**src/tsr_pkg.sv**
```systemverilog
// Shared constants and types of the trip auto-restart supervisor.
// Assumes one 250 MHz clock; times are held in 0.1 s ticks.
package tsr_pkg;

  localparam int unsigned CLK_PERIOD_NS = 4;
  localparam int unsigned TICK_PERIOD_MS = 100;
  localparam int unsigned TICK_CYCLES = TICK_PERIOD_MS * 1000000 / CLK_PERIOD_NS;

  localparam logic [7:0] ADDR_CTRL = 8'h00;
  localparam logic [7:0] ADDR_RIDE = 8'h04;
  localparam logic [7:0] ADDR_WAIT = 8'h08;
  localparam logic [7:0] ADDR_THRESH = 8'h0c;
  localparam logic [7:0] ADDR_STATUS = 8'h10;

  localparam int unsigned CTRL_METHOD_LSB = 0;
  localparam int unsigned CTRL_ALARM_LSB = 2;
  localparam int unsigned CTRL_COUNT_BIT = 4;
  localparam int unsigned CTRL_PHASE_BIT = 5;

  // Ride-through and retry wait in tenths of a second
  localparam logic [3:0] RIDE_RST = 4'ha;
  localparam logic [3:0] RIDE_MIN = 4'h3;
  localparam logic [3:0] RIDE_MAX = 4'ha;
  localparam logic [9:0] WAIT_RST = 10'h00a;
  localparam logic [9:0] WAIT_MIN = 10'h003;
  localparam logic [9:0] WAIT_MAX = 10'h3e8;
  // Threshold in 0.01 Hz, 0.00 to 400.0 Hz
  localparam logic [15:0] THRESH_RST = 16'h0000;
  localparam logic [15:0] THRESH_MAX = 16'h9c40;

  localparam logic [4:0] OC_LIMIT = 5'h03;
  localparam logic [4:0] OV_LIMIT = 5'h03;
  localparam logic [4:0] UV_LIMIT = 5'h10;

  localparam logic [1:0] METHOD_ALARM = 2'h0;
  localparam logic [1:0] METHOD_ZERO = 2'h1;
  localparam logic [1:0] METHOD_MATCH = 2'h2;
  localparam logic [1:0] METHOD_MATCH_STOP = 2'h3;

  localparam logic [1:0] ALM_OFF = 2'h0;
  localparam logic [1:0] ALM_ON = 2'h1;
  localparam logic [1:0] ALM_RUN_ONLY = 2'h2;

  typedef enum logic [2:0] {TRIP_NONE, TRIP_OC, TRIP_OV, TRIP_UV, TRIP_PHASE} tsr_trip_t;

  typedef enum logic [2:0] {
    ST_RUN, ST_UV_RIDE, ST_CLEAR, ST_WAIT, ST_DECEL, ST_ALARM, ST_LOCK
  } tsr_state_t;

  typedef struct packed {
    logic [1:0] method;
    logic [1:0] alarm_sel;
    logic unlimited;
    logic phase_en;
    logic [3:0] ride;
    logic [9:0] wait_time;
    logic [15:0] thresh;
  } tsr_cfg_t;

  typedef struct packed {
    logic oc;
    logic ov;
    logic uv;
    logic phase_loss;
  } tsr_faults_t;

  typedef struct packed {
    logic output_en;
    logic [15:0] start_freq;
    logic restart;
    logic decel_stop;
    logic alarm;
    logic locked;
    tsr_trip_t trip_kind;
  } tsr_drive_t;

endpackage

```
**src/tsr_supervisor.sv**
```systemverilog
// Trip auto-restart supervisor: decides alarm, 0 Hz restart or matched restart.
// Assumes fault inputs and motor frequency synchronous to clock_i; register
// port with read data in the cycle after the read strobe.
//
// Behaviour
// Over-current trips allow at most three restart attempts.
// Over-voltage trips allow at most three restart attempts.
// Under-voltage trips allow sixteen restarts unless unlimited is configured.
// At the limit, stay tripped until reset by power cycle.
// Method 00 alarms without restart; method 01 restarts at 0 Hz.
// Method 02 matches motor frequency, then resumes normal running.
// Method 03 matches, resumes, decelerates to stop, then shows trip info.
// Matching starts output at the frequency derived from residual flux.
// Under-voltage longer than ride-through time trips; range 0.3 to 1.0 s.
// Under-voltage ending within ride-through leads to a retry.
// Wait the retry delay after the trip clears; range 0.3 to 100 s.
// Under-voltage alarm: 00 off, 01 on, 02 off while stopping.
// Under-voltage restart count: 00 sixteen, 01 unlimited.
// Phase loss: 00 never trips, 01 trips on detection.
// Motor below threshold restarts at 0 Hz instead of matching.
// Separate attempt counter per trip kind compared to its own limit.
//
// Local design decisions: the strobed register port and the register addresses.
`timescale 1ns/1ps
`default_nettype none
module tsr_supervisor #(
  parameter int unsigned TICK_CYC = tsr_pkg::TICK_CYCLES
) (
  input wire logic clock_i,
  input wire logic rst_b_i,
  input wire logic [7:0] addr_i,
  input wire logic [31:0] wdata_i,
  input wire logic wr_i,
  input wire logic rd_i,
  output logic [31:0] rdata_o,
  input wire tsr_pkg::tsr_faults_t faults_i,
  input wire logic [15:0] motor_freq_i,
  input wire logic stopping_i,
  input wire logic stopped_i,
  input wire logic fault_reset_i,
  output tsr_pkg::tsr_drive_t drive_o
);
  import tsr_pkg::*;

  typedef struct packed {
    tsr_state_t st;
    tsr_cfg_t cfg;
    logic [31:0] pre;
    logic [3:0] ride_cnt;
    logic [9:0] wait_cnt;
    logic [31:0] rdata;
    tsr_drive_t drive;
  } tsr_sup_t;

  tsr_sup_t s;
  tsr_sup_t next_s;
  logic tick;
  logic inc_oc;
  logic inc_ov;
  logic inc_uv;
  logic oc_at;
  logic ov_at;
  logic uv_at;
  logic [4:0] oc_cnt;
  logic [4:0] ov_cnt;
  logic [4:0] uv_cnt;
  logic uv_alarm;
  logic uv_blocked;
  logic [15:0] match_freq;

  tsr_attempt_ctr #(.W(5)) u_oc_ctr (
    .clock_i(clock_i),
    .rst_b_i(rst_b_i),
    .inc_i(inc_oc),
    .limit_i(OC_LIMIT),
    .count_o(oc_cnt),
    .at_limit_o(oc_at)
  );

  tsr_attempt_ctr #(.W(5)) u_ov_ctr (
    .clock_i(clock_i),
    .rst_b_i(rst_b_i),
    .inc_i(inc_ov),
    .limit_i(OV_LIMIT),
    .count_o(ov_cnt),
    .at_limit_o(ov_at)
  );

  tsr_attempt_ctr #(.W(5)) u_uv_ctr (
    .clock_i(clock_i),
    .rst_b_i(rst_b_i),
    .inc_i(inc_uv),
    .limit_i(UV_LIMIT),
    .count_o(uv_cnt),
    .at_limit_o(uv_at)
  );

  assign tick = (s.pre == 32'h0);
  assign uv_alarm = (s.cfg.alarm_sel == ALM_ON) ||
                    ((s.cfg.alarm_sel == ALM_RUN_ONLY) && !stopping_i);
  assign uv_blocked = uv_at && !s.cfg.unlimited;
  // Below threshold, or method 01, the output starts from 0 Hz
  assign match_freq = ((s.cfg.method == METHOD_ZERO) || (motor_freq_i < s.cfg.thresh)) ?
                      16'h0000 : motor_freq_i;

  always_comb
  begin
    next_s = s;
    inc_oc = 1'b0;
    inc_ov = 1'b0;
    inc_uv = 1'b0;
    next_s.drive.restart = 1'b0;
    next_s.rdata = 32'h0;
    next_s.pre = tick ? TICK_CYC[31:0] - 32'h1 : s.pre - 32'h1;

    if (wr_i)
    begin
      case (addr_i)
        ADDR_CTRL:
        begin
          next_s.cfg.method = wdata_i[CTRL_METHOD_LSB +: 2];
          next_s.cfg.alarm_sel = wdata_i[CTRL_ALARM_LSB +: 2];
          next_s.cfg.unlimited = wdata_i[CTRL_COUNT_BIT];
          next_s.cfg.phase_en = wdata_i[CTRL_PHASE_BIT];
        end
        // Out-of-range times are clamped, not rejected
        ADDR_RIDE:
        begin
          if (wdata_i < {28'h0, RIDE_MIN})
            next_s.cfg.ride = RIDE_MIN;
          else if (wdata_i > {28'h0, RIDE_MAX})
            next_s.cfg.ride = RIDE_MAX;
          else
            next_s.cfg.ride = wdata_i[3:0];
        end
        ADDR_WAIT:
        begin
          if (wdata_i < {22'h0, WAIT_MIN})
            next_s.cfg.wait_time = WAIT_MIN;
          else if (wdata_i > {22'h0, WAIT_MAX})
            next_s.cfg.wait_time = WAIT_MAX;
          else
            next_s.cfg.wait_time = wdata_i[9:0];
        end
        ADDR_THRESH:
        begin
          next_s.cfg.thresh = (wdata_i > {16'h0, THRESH_MAX}) ? THRESH_MAX : wdata_i[15:0];
        end
        default:
        begin
        end
      endcase
    end

    if (rd_i)
    begin
      case (addr_i)
        ADDR_CTRL:
          next_s.rdata = {26'h0, s.cfg.phase_en, s.cfg.unlimited, s.cfg.alarm_sel,
                          s.cfg.method};
        ADDR_RIDE:
          next_s.rdata = {28'h0, s.cfg.ride};
        ADDR_WAIT:
          next_s.rdata = {22'h0, s.cfg.wait_time};
        ADDR_THRESH:
          next_s.rdata = {16'h0, s.cfg.thresh};
        ADDR_STATUS:
          next_s.rdata = {1'b0, s.drive.trip_kind, 1'b0, s.st, 3'h0, uv_cnt, 3'h0, ov_cnt,
                          3'h0, oc_cnt};
        default:
          next_s.rdata = 32'h0;
      endcase
    end

    case (s.st)
      ST_RUN:
      begin
        if (faults_i.oc || faults_i.ov)
        begin
          next_s.drive.output_en = 1'b0;
          next_s.drive.trip_kind = faults_i.oc ? TRIP_OC : TRIP_OV;
          if (s.cfg.method == METHOD_ALARM)
          begin
            next_s.drive.alarm = 1'b1;
            next_s.st = ST_ALARM;
          end
          else if (faults_i.oc ? oc_at : ov_at)
          begin
            next_s.drive.alarm = 1'b1;
            next_s.drive.locked = 1'b1;
            next_s.st = ST_LOCK;
          end
          else
          begin
            inc_oc = faults_i.oc;
            inc_ov = !faults_i.oc;
            next_s.st = ST_CLEAR;
          end
        end
        else if (s.cfg.phase_en && faults_i.phase_loss)
        begin
          next_s.drive.output_en = 1'b0;
          next_s.drive.alarm = 1'b1;
          next_s.drive.trip_kind = TRIP_PHASE;
          next_s.st = ST_ALARM;
        end
        else if (faults_i.uv)
        begin
          next_s.drive.output_en = 1'b0;
          next_s.drive.trip_kind = TRIP_UV;
          next_s.ride_cnt = 4'h0;
          next_s.st = ST_UV_RIDE;
        end
      end
      ST_UV_RIDE:
      begin
        if (faults_i.uv)
        begin
          if (tick && (s.ride_cnt >= s.cfg.ride))
          begin
            // Trips even with a restart method selected
            next_s.drive.alarm = uv_alarm;
            next_s.st = ST_ALARM;
          end
          else if (tick)
          begin
            next_s.ride_cnt = s.ride_cnt + 4'h1;
          end
        end
        else if (s.cfg.method == METHOD_ALARM)
        begin
          next_s.drive.alarm = uv_alarm;
          next_s.st = ST_ALARM;
        end
        else if (uv_blocked)
        begin
          next_s.drive.alarm = uv_alarm;
          next_s.drive.locked = 1'b1;
          next_s.st = ST_LOCK;
        end
        else
        begin
          inc_uv = !s.cfg.unlimited;
          next_s.wait_cnt = s.cfg.wait_time;
          next_s.st = ST_WAIT;
        end
      end
      ST_CLEAR:
      begin
        if (!faults_i.oc && !faults_i.ov)
        begin
          next_s.wait_cnt = s.cfg.wait_time;
          next_s.st = ST_WAIT;
        end
      end
      ST_WAIT:
      begin
        if (s.wait_cnt == 10'h0)
        begin
          next_s.drive.output_en = 1'b1;
          next_s.drive.restart = 1'b1;
          next_s.drive.start_freq = match_freq;
          next_s.drive.decel_stop = (s.cfg.method == METHOD_MATCH_STOP);
          next_s.st = (s.cfg.method == METHOD_MATCH_STOP) ? ST_DECEL : ST_RUN;
          if (s.cfg.method != METHOD_MATCH_STOP)
            next_s.drive.trip_kind = TRIP_NONE;
        end
        else if (tick)
        begin
          next_s.wait_cnt = s.wait_cnt - 10'h1;
        end
      end
      ST_DECEL:
      begin
        if (stopped_i)
        begin
          next_s.drive.output_en = 1'b0;
          next_s.drive.decel_stop = 1'b0;
          next_s.drive.alarm = 1'b1;
          next_s.st = ST_ALARM;
        end
      end
      ST_ALARM:
      begin
        if (fault_reset_i)
        begin
          next_s.drive.alarm = 1'b0;
          next_s.drive.trip_kind = TRIP_NONE;
          next_s.drive.output_en = 1'b1;
          next_s.drive.restart = 1'b1;
          next_s.drive.start_freq = 16'h0000;
          next_s.st = ST_RUN;
        end
      end
      ST_LOCK:
      begin
        // Only reset, i.e. a power cycle, leaves this state
        next_s.st = ST_LOCK;
      end
      default:
      begin
        next_s.st = ST_LOCK;
      end
    endcase
  end

  always_ff @(posedge clock_i or negedge rst_b_i)
  begin
    if (!rst_b_i)
    begin
      s <= '0;
      s.st <= ST_RUN;
      s.cfg.ride <= RIDE_RST;
      s.cfg.wait_time <= WAIT_RST;
      s.cfg.thresh <= THRESH_RST;
      s.drive.output_en <= 1'b1;
      s.drive.trip_kind <= TRIP_NONE;
    end
    else
    begin
      s <= next_s;
    end
  end

  assign rdata_o = s.rdata;
  assign drive_o = s.drive;
endmodule
`default_nettype wire

```
**src/tsr_attempt_ctr.sv**
```systemverilog
// Restart attempt counter for one trip kind.
// Counts increment pulses and flags when the kind's limit is reached.
`timescale 1ns/1ps
`default_nettype none
module tsr_attempt_ctr #(
  parameter int unsigned W = 5
) (
  input wire logic clock_i,
  input wire logic rst_b_i,
  input wire logic inc_i,
  input wire logic [W-1:0] limit_i,
  output logic [W-1:0] count_o,
  output logic at_limit_o
);
  typedef struct packed {
    logic [W-1:0] count;
  } tsr_ctr_t;

  tsr_ctr_t s;
  tsr_ctr_t next_s;

  always_comb
  begin
    next_s = s;
    if (inc_i && (s.count < limit_i))
    begin
      next_s.count = s.count + 1'b1;
    end
  end

  always_ff @(posedge clock_i or negedge rst_b_i)
  begin
    if (!rst_b_i)
    begin
      s <= '0;
    end
    else
    begin
      s <= next_s;
    end
  end

  assign count_o = s.count;
  assign at_limit_o = (s.count >= limit_i);
endmodule
`default_nettype wire

```
**config.mk**
```make
export PLATFORM = sky130hd
export DESIGN_NAME = tsr_supervisor
export DESIGN_NICKNAME = d
export VERILOG_FILES = /design/src/tsr_pkg.sv /design/src/tsr_supervisor.sv /design/src/tsr_attempt_ctr.sv
export SDC_FILE = /design/constraint.sdc
export NUM_CORES = 1
export LEC_CHECK = 0
export BUFFER_PORTS_ARGS = -buffer_cell sky130_fd_sc_hd__buf_4
export CAP_MARGIN = 20
export CORE_ASPECT_RATIO = 0.8
export CORE_UTILIZATION = 25
export CTS_BUF_LIST = sky130_fd_sc_hd__clkbuf_16
export DETAILED_ROUTE_END_ITERATION = 8
export PLACE_DENSITY_LB_ADDON = 0.3
export SLEW_MARGIN = 10
export SYNTH_ARGS = -nofsm -noshare
export SYNTH_HDL_FRONTEND = slang
export SYNTH_HIERARCHICAL = 1
export SYNTH_SLANG_ARGS = --single-unit
```
**constraint.sdc**
```tcl
create_clock -name clock_i -period 3.2 [get_ports clock_i]
set_input_delay 0.16 -clock clock_i [delete_from_list [all_inputs] [get_ports clock_i]]
set_output_delay 0.16 -clock clock_i [all_outputs]
set_load 0.005 [all_outputs]
```
==> reports/qor.yml, run 1 <==
global_routing:
  grt_start_max_net_pins: 72
  antenna_found_initial: 0
  grt_pass1_vias: 6654
  grt-ovfl-total: 0
  track_usage_pct: 13.79
  grt_pass1_wl_um: 37560
yosys:
  syn_area_um2: 8467
  yosysSeqAreaShare_pct: 44.70
  synth.area.top_cells: "dfrtp_1 43%, ha_1 6.1%, buf_4 5.0%, nand2_1 3.1%, nor2_1 2.7%"
  synth.most_common_cell: "dfrtp_1"
  synth_edf_count: 0
  synth.distinct_cells: 78
  async_flop_share_pct: 100.0
  ys_ff_latch: 151
  synth.avg_cell_area_um2: 9.567
  synth_cells: 885
  yosysTopAreaCell: "dfrtp_1"
  synth-main-ff-cell: "dfrtp_1"
  synth_top_area_share_pct: 43.15
  yosys-top-cells-count: "146 x dfrtp_1, 69 x nand2_1, 61 x nor2_1, 56 x buf_4, 53 x inv_1"
  yosysWarningCount: 6
finish:
  n_antenna_cell: 0
  drive_gt1_share_pct: 19.86
  final_area_um2: 10460
  nets: 1109
  syn_to_final_growth_pct: 23.57
  fillers: 3447
route:
  vias: 6892
  routed_wl_um: 23220
  vias_per_cell: 4.789
  drt_first_iter_violations: 446
  ant_nets: 0
  drtPass1Iterations: 5
  drc: 0
  wl_per_cell_um: 16.14
sta:
  hold-worst-slack_ps: 14.35
  setup_tns_ps: 0
  skew_ps: 13.36
  fin_crit_sh_pct: 83.93
  drv_slew: 0
  hold_viol_final: 0
  min_period_ps: 2686
  maxSlewHeadroom_pct: 44.63
  rsz0062_at_grt: "no"
  worst_pin_slew_ps: 819.0
  max_freq_mhz: 372.3
  setup_viol: 0
clock_network:
  post_cts.repair.setup_buffers: 0
  cts_tree: "yes"
  cts_buffer_depth: 2
  clk_pin_slew_ps: 70
  root_buffer: "clkbuf_16"
  numCtsBuffers: 17
  clk_latency_ps: 440
  cts_resized: 0
  htree_levels: 4
  cts.sinks: 151
floorplan:
  dieArea_um2: 34610
  start_util_pct: 25.72
  die_y_um: 166.6
  num_rows: 59
  die_x_um: 207.8
  ios: 123
  core_area_um2: 32920
placed_design:
  port_buffers: 117
  gp_congestion: 0.8444
  dp_hpwl_um: 17240
  place_area_um2: 9588
pwr:
  leakage_nw: 4.816
  peakVddDrop_mv: 0.2647
  p_per_area_nw_per_um2: 516.7
min_path:
  min_from: "wdata_i[3]"
  hp-class: "primary input to flip-flop"
critical_path:
  worstPathMaxFanout: 12
  reg2reg_from: "u_uv_ctr/count_o[2]"
  endpoint_kind: "flip-flop"
  arrival_ps: 3010
  worstSetupStartpointType: "flip-flop"
  cp-startpoint: "u_uv_ctr/count_o[2]"
  worstPathRequired_ps: 3520
  r2r_slack_ps: 510
  critPathKind: "flip-flop to flip-flop"
run:
  maxCapViolations: 0
status:
  status: "completed"
-- cell families after synthesis --
logic type,Yosys count,synth area share (%)
mux,9,1.286
compound gates,201,16.48
other cells,2,0.08870
fa+ha+maj,41,6.059
xor+xnor,34,3.517
simple gates,306,19.05
flops,151,44.70
buf+inv,141,8.822
-- registers in the layout, summed over array words and instances, names as in the netlist --
| name | flops |
|---|---|
| rdata_o | 27 |
| u_ov_ctr/count_o | 5 |
| drive_o | 24 |
| s | 85 |
| u_uv_ctr/count_o | 5 |
| u_oc_ctr/count_o | 5 |
-- per-layer routing --
layer	GRT usage (%)	vias to the layer above	part of all wire, %
met5	0	-	0
met4	3.607	0	1.2
met3	3.187	19	4.6
met2	20.48	162	43
met1	19.95	3355	51
li1	-	3356	-
-- per-stage QoR --
| stage | instances | worst slack (ps) | utilization (%) | total power, mW |
|---|---|---|---|---|
| after floorplan | 903 | 701.6 | - | 2.935 |
| after global placement | 1380 | 544.7 | 29.12 | 3.324 |
| after detailed placement | 1380 | 536.5 | 29.12 | 3.331 |
| after CTS | 1439 | 530.8 | 31.78 | 5.462 |
| after global routing | 1439 | 269.9 | 31.78 | 5.704 |
| final | 1439 | 514.2 | 31.78 | 5.406 |
-- power breakdown --
part	switching, mW	internal [mW]	total [mW]
Sequential	0.206	2.06	2.27
Clock	0.855	1.22	2.07
Combinational	0.572	0.492	1.06
-- worst max-delay path: stages (launching register included) --
cell	delay, ps
dfrtp_1	440
ha_1	320
a21oi_1	80
o21ai_2	220
o21bai_1	200
nand2b_1	160
a32oi_1	280
or2_1	400
buf_4	220
a21oi_1	50
o22a_1	200
-- layout by cell type, fill, tap and decap left out, types with 5 or more instances in the layout --
master	instances
inv_1	55
nand2_1	69
nor2b_1	14
buf_4	136
and3_1	23
dfrtp_1	146
nor4_1	13
nor2_1	61
nand2b_1	7
nand3_1	21
nand4_1	17
clkbuf_16	17
a22o_1	26
o22ai_1	5
ha_1	41
nor3_1	35
o21ai_0	38
o31ai_1	8
a21oi_1	39
or4_1	8
a21o_1	7
dfstp_2	5
xnor2_1	19
dlygate4sd3_1	29
a22oi_1	17
conb_1	20
o22a_1	7
or3_1	6
xor2_1	15
-- worst paths after layout --
kind	endpoint	cells past startpoint
worst max-delay path	s[60]	10
worst min register to register	s[70]	1
max in group asynchronous	drive_o[23]	3
worst min-delay path	s[130]	2
min in group asynchronous	drive_o[14]	2
worst max register to register	s[60]	10
-- final cells by class --
type                            count  area, µm²  share of cell area, %
Multi-Input combinational cell    611       4018                  38.40
Tap cell                          427      534.3                  5.106
Inverter                           53      198.9                  1.901
Clock inverter                     13      158.9                  1.519
Sequential cell                   151       3785                  36.18
Clock buffer                       17      425.4                  4.066
Timing Repair Buffer              167       1343                  12.83
-- repair_timing --
| action | 4_1_cts | 5_1_grt |
|---|---|---|
| setup endpoints to repair | 0 | 0 |
| hold endpoints to repair | 74 | 0 |
| hold buffers | 29 | 0 |
Note: power is estimated with default switching activity, not from simulation.
==> run 2, diff against run 1 <==
- clock period: 3.2 -> 2.2 ns (I/O delays scaled with it)
==> run 2 against run 1 <==
  * The run now ends with setup timing left
  * Via count up 8.1%
  * Fmax up 5.6%
  * First-iteration DRC count up 1.1%
  * Setup slack worse by 860 ps
  * Clock skew about the same
  * Sequential power up 41%
  * Largest cell class unchanged
  * Largest power group unchanged
  * Highest routed layer unchanged
==> reports/qor.yml, run 2 (synthesized netlist as in run 1, its figures left out) <==
placed_design:
  dp_hpwl_um: 18760  # was 17240 µm
  port_buffers: 117  # unchanged
  pre_cts_slack_ps: -422.4  # was 536.5 ps
  gp_congestion: 0.8254  # was 0.8444
route:
  drt_first_iter_violations: 451  # was 446
  drc: 0  # unchanged
  drtPass1Iterations: 5  # unchanged
  vias_per_cell: 4.724  # was 4.789
  wl_per_cell_um: 16.33  # was 16.14 µm
  routed_wl_um: 25750  # was 23220 µm
  vias: 7449  # was 6892
  ant_nets: 0  # unchanged
global_routing:
  grt_pass1_wl_um: 41080  # was 37560 µm
  track_usage_pct: 15.06  # was 13.79%
  grt_pass1_vias: 7413  # was 6654
  antenna_found_initial: 0  # unchanged
  grt-ovfl-total: 0  # unchanged
  grt_start_max_net_pins: 50  # was 72
finish:
  syn_to_final_growth_pct: 41.23  # was 23.57%
  top_register: "s"  # unchanged
  multi_input_area_um2: 4422  # was 4018 µm²
  largest_reg_flops: 85  # unchanged
  mostFrequentLayoutCells: "256 x buf_4, 146 x dfrtp_1, 64 x nand2_1, 60 x nor2_1, 55 x inv_1"  # was 146 x dfrtp_1, 136 x buf_4, 69 x nand2_1, 61 x nor2_1, 55 x inv_1
  nets: 1245  # was 1109
  n_antenna_cell: 0  # unchanged
  drive_gt1_share_pct: 34.09  # was 19.86%
  fillers: 3305  # was 3447
  ff_latch_area_um2: 3785  # unchanged
  layout.cells.most_common: "buf_4"  # was dfrtp_1
floorplan:
  ios: 123  # unchanged
  die_y_um: 166.6  # unchanged
  core_area_um2: 32920  # unchanged
  dieArea_um2: 34610  # unchanged
  start_util_pct: 25.72  # unchanged
  die_x_um: 207.8  # unchanged
  num_rows: 59  # unchanged
critical_path:
  arrival_ps: 2850  # was 3010 ps
  worstSetupStartpointType: "flip-flop"  # unchanged
  critPathKind: "flip-flop to flip-flop"  # unchanged
  worstPathMaxFanout: 4  # was 12
  critical-path-max-stage-delay_ps: 550  # was 440 ps
  reg2reg_from: "s[96]"  # was u_uv_ctr/count_o[2]
  ff2ff_path_depth: 6  # was 10
  worstPathRequired_ps: 2510  # was 3520 ps
  endpoint_kind: "flip-flop"  # unchanged
  cp_cell_sequence: "or4_4, or3_4, or4b_4, or4b_4, nand3_2, a2bb2oi_1"  # was ha_1, a21oi_1, o21ai_2, o21bai_1, nand2b_1, a32oi_1, or2_1, buf_4, a21oi_1, o22a_1
  r2r_end: "s[65]"  # was s[60]
  cp_slowest_cell: "or4_4"  # was dfrtp_1
  worst-path-buf-inv: 0  # was 1
  r2r_slack_ps: -340  # was 510 ps
  path_common_cell: "or4b_4"  # was a21oi_1
  cp_top_family: "simple AND/OR/NAND/NOR gates"  # was compound AO/OA/AOI/OAI gates
pwr:
  p_total_mw: 8.247  # was 5.406 mW
  leakage_nw: 5.662  # was 4.816 nW
  p_per_area_nw_per_um2: 689.7  # was 516.7 nW/µm²
  peakVddDrop_mv: 0.4364  # was 0.2647 mV
clock_network:
  htree_levels: 4  # unchanged
  cts_buffer_depth: 2  # unchanged
  cts_tree: "yes"  # unchanged
  clk_latency_ps: 430  # was 440 ps
  root_buffer: "clkbuf_16"  # unchanged
  clk_pin_slew_ps: 70  # about the same
  cts.sinks: 151  # unchanged
  numCtsBuffers: 17  # unchanged
min_path:
  min_from: "motor_freq_i[15]"  # was wdata_i[3]
  hp-class: "primary input to flip-flop"  # unchanged
  hold_path_depth: 3  # was 2
  whs_endpoint: "drive_o[22]"  # was s[130]
sta:
  skew_ps: 12.95  # was 13.36 ps
  max_freq_mhz: 393.4  # was 372.3 MHz
  drv_slew: 0  # unchanged
  hold_viol_final: 0  # unchanged
  min_period_ps: 2542  # was 2686 ps
  setup_viol: 34  # was 0
  maxSlewHeadroom_pct: 64.02  # was 44.63%
  rsz0062_at_grt: "yes"  # was no
  fin_crit_sh_pct: 115.6  # was 83.93%
  finalWorstSetupSlack_ps: -342.3  # was 514.2 ps
  worst_pin_slew_ps: 539.7  # was 819.0 ps
status:
  violations: "setup timing"
  status: "finished, violations left"  # was completed
run:
  maxCapViolations: 0  # unchanged
run 2: cell types whose count changed in the layout (fill, tap and decap cells not counted), sizes merged:
cell         previous run  this run
dlygate4sd3            29        31
clkinv                  5         8
bufinv                  3         2
buf                   138       272
run 2: per-layer routing:
metal  part of all wire, %  GRT usage [%]  wire (µm)  vias to the layer above
li1                      -              -          -                     3628
met1                    51          22.11      13110                     3643
met2                    44          22.54      11420                      156
met3                   3.6          2.791        931                       22
met4                   1.2          3.865        297                        0
met5                     0              0          0                        -
run 2: repair_timing:
item                                   CTS  global route
gates resized for setup                 41            42
hold buffers                            31             0
pin swaps                               10            14
endpoints found under the hold margin   85             0
setup buffers                            7             9
setup endpoints to repair               53            69
run 2: power by group:
group	internal [mW]	switching, mW	leakage, nW
Combinational	1.04	1.09	3.44
Sequential	3.00	0.193	1.94
Clock	1.65	1.26	0.282
Total	5.70	2.55	5.66
run 2: worst reg2reg max path: stages, from the launching register on:
cell       delay (ps)
dfrtp_1           380
or4_4             550
or3_4             350
or4b_4            520
or4b_4            500
nand3_2            90
a2bb2oi_1          50
run 2: stage by stage:
step	hold slack [ps]	TNS [ps]	cells	cell area (µm²)	utilization [%]
5_1_grt	8.590	-8835	1577	11960	36.32
3_5_place_dp	113.0	-10780	1500	10570	32.11
2_1_floorplan	-185.6	-1977	903	8591	-
3_3_place_gp	107.6	-9211	1500	10570	32.11
6_report	21.55	-3931	1577	11960	36.32
4_1_cts	4.271	-3954	1570	11710	35.57
run 2: cell type report:
class | instances | area share [%]
multi-input combinational | 611 | 36.98
sequential | 151 | 31.65
timing repair buffer | 303 | 20.54
tap | 427 | 4.468
clock buffer | 17 | 3.558
inverter | 53 | 1.664
clock inverter | 15 | 1.141
run 2: how the worst max path moves through the flow:
stage / from / to / slack (ps) / cells after the start
finish: s[96] / s[65] / -340 / 6
CTS: s[96] / s[65] / -320 / 6
global route: s[96] / s[65] / -410 / 6
global placement: s[113] / drive_o[16] / -340 / 7
detailed placement: s[112] / drive_o[16] / -420 / 7
floorplan: s[96] / s[65] / -300 / 6
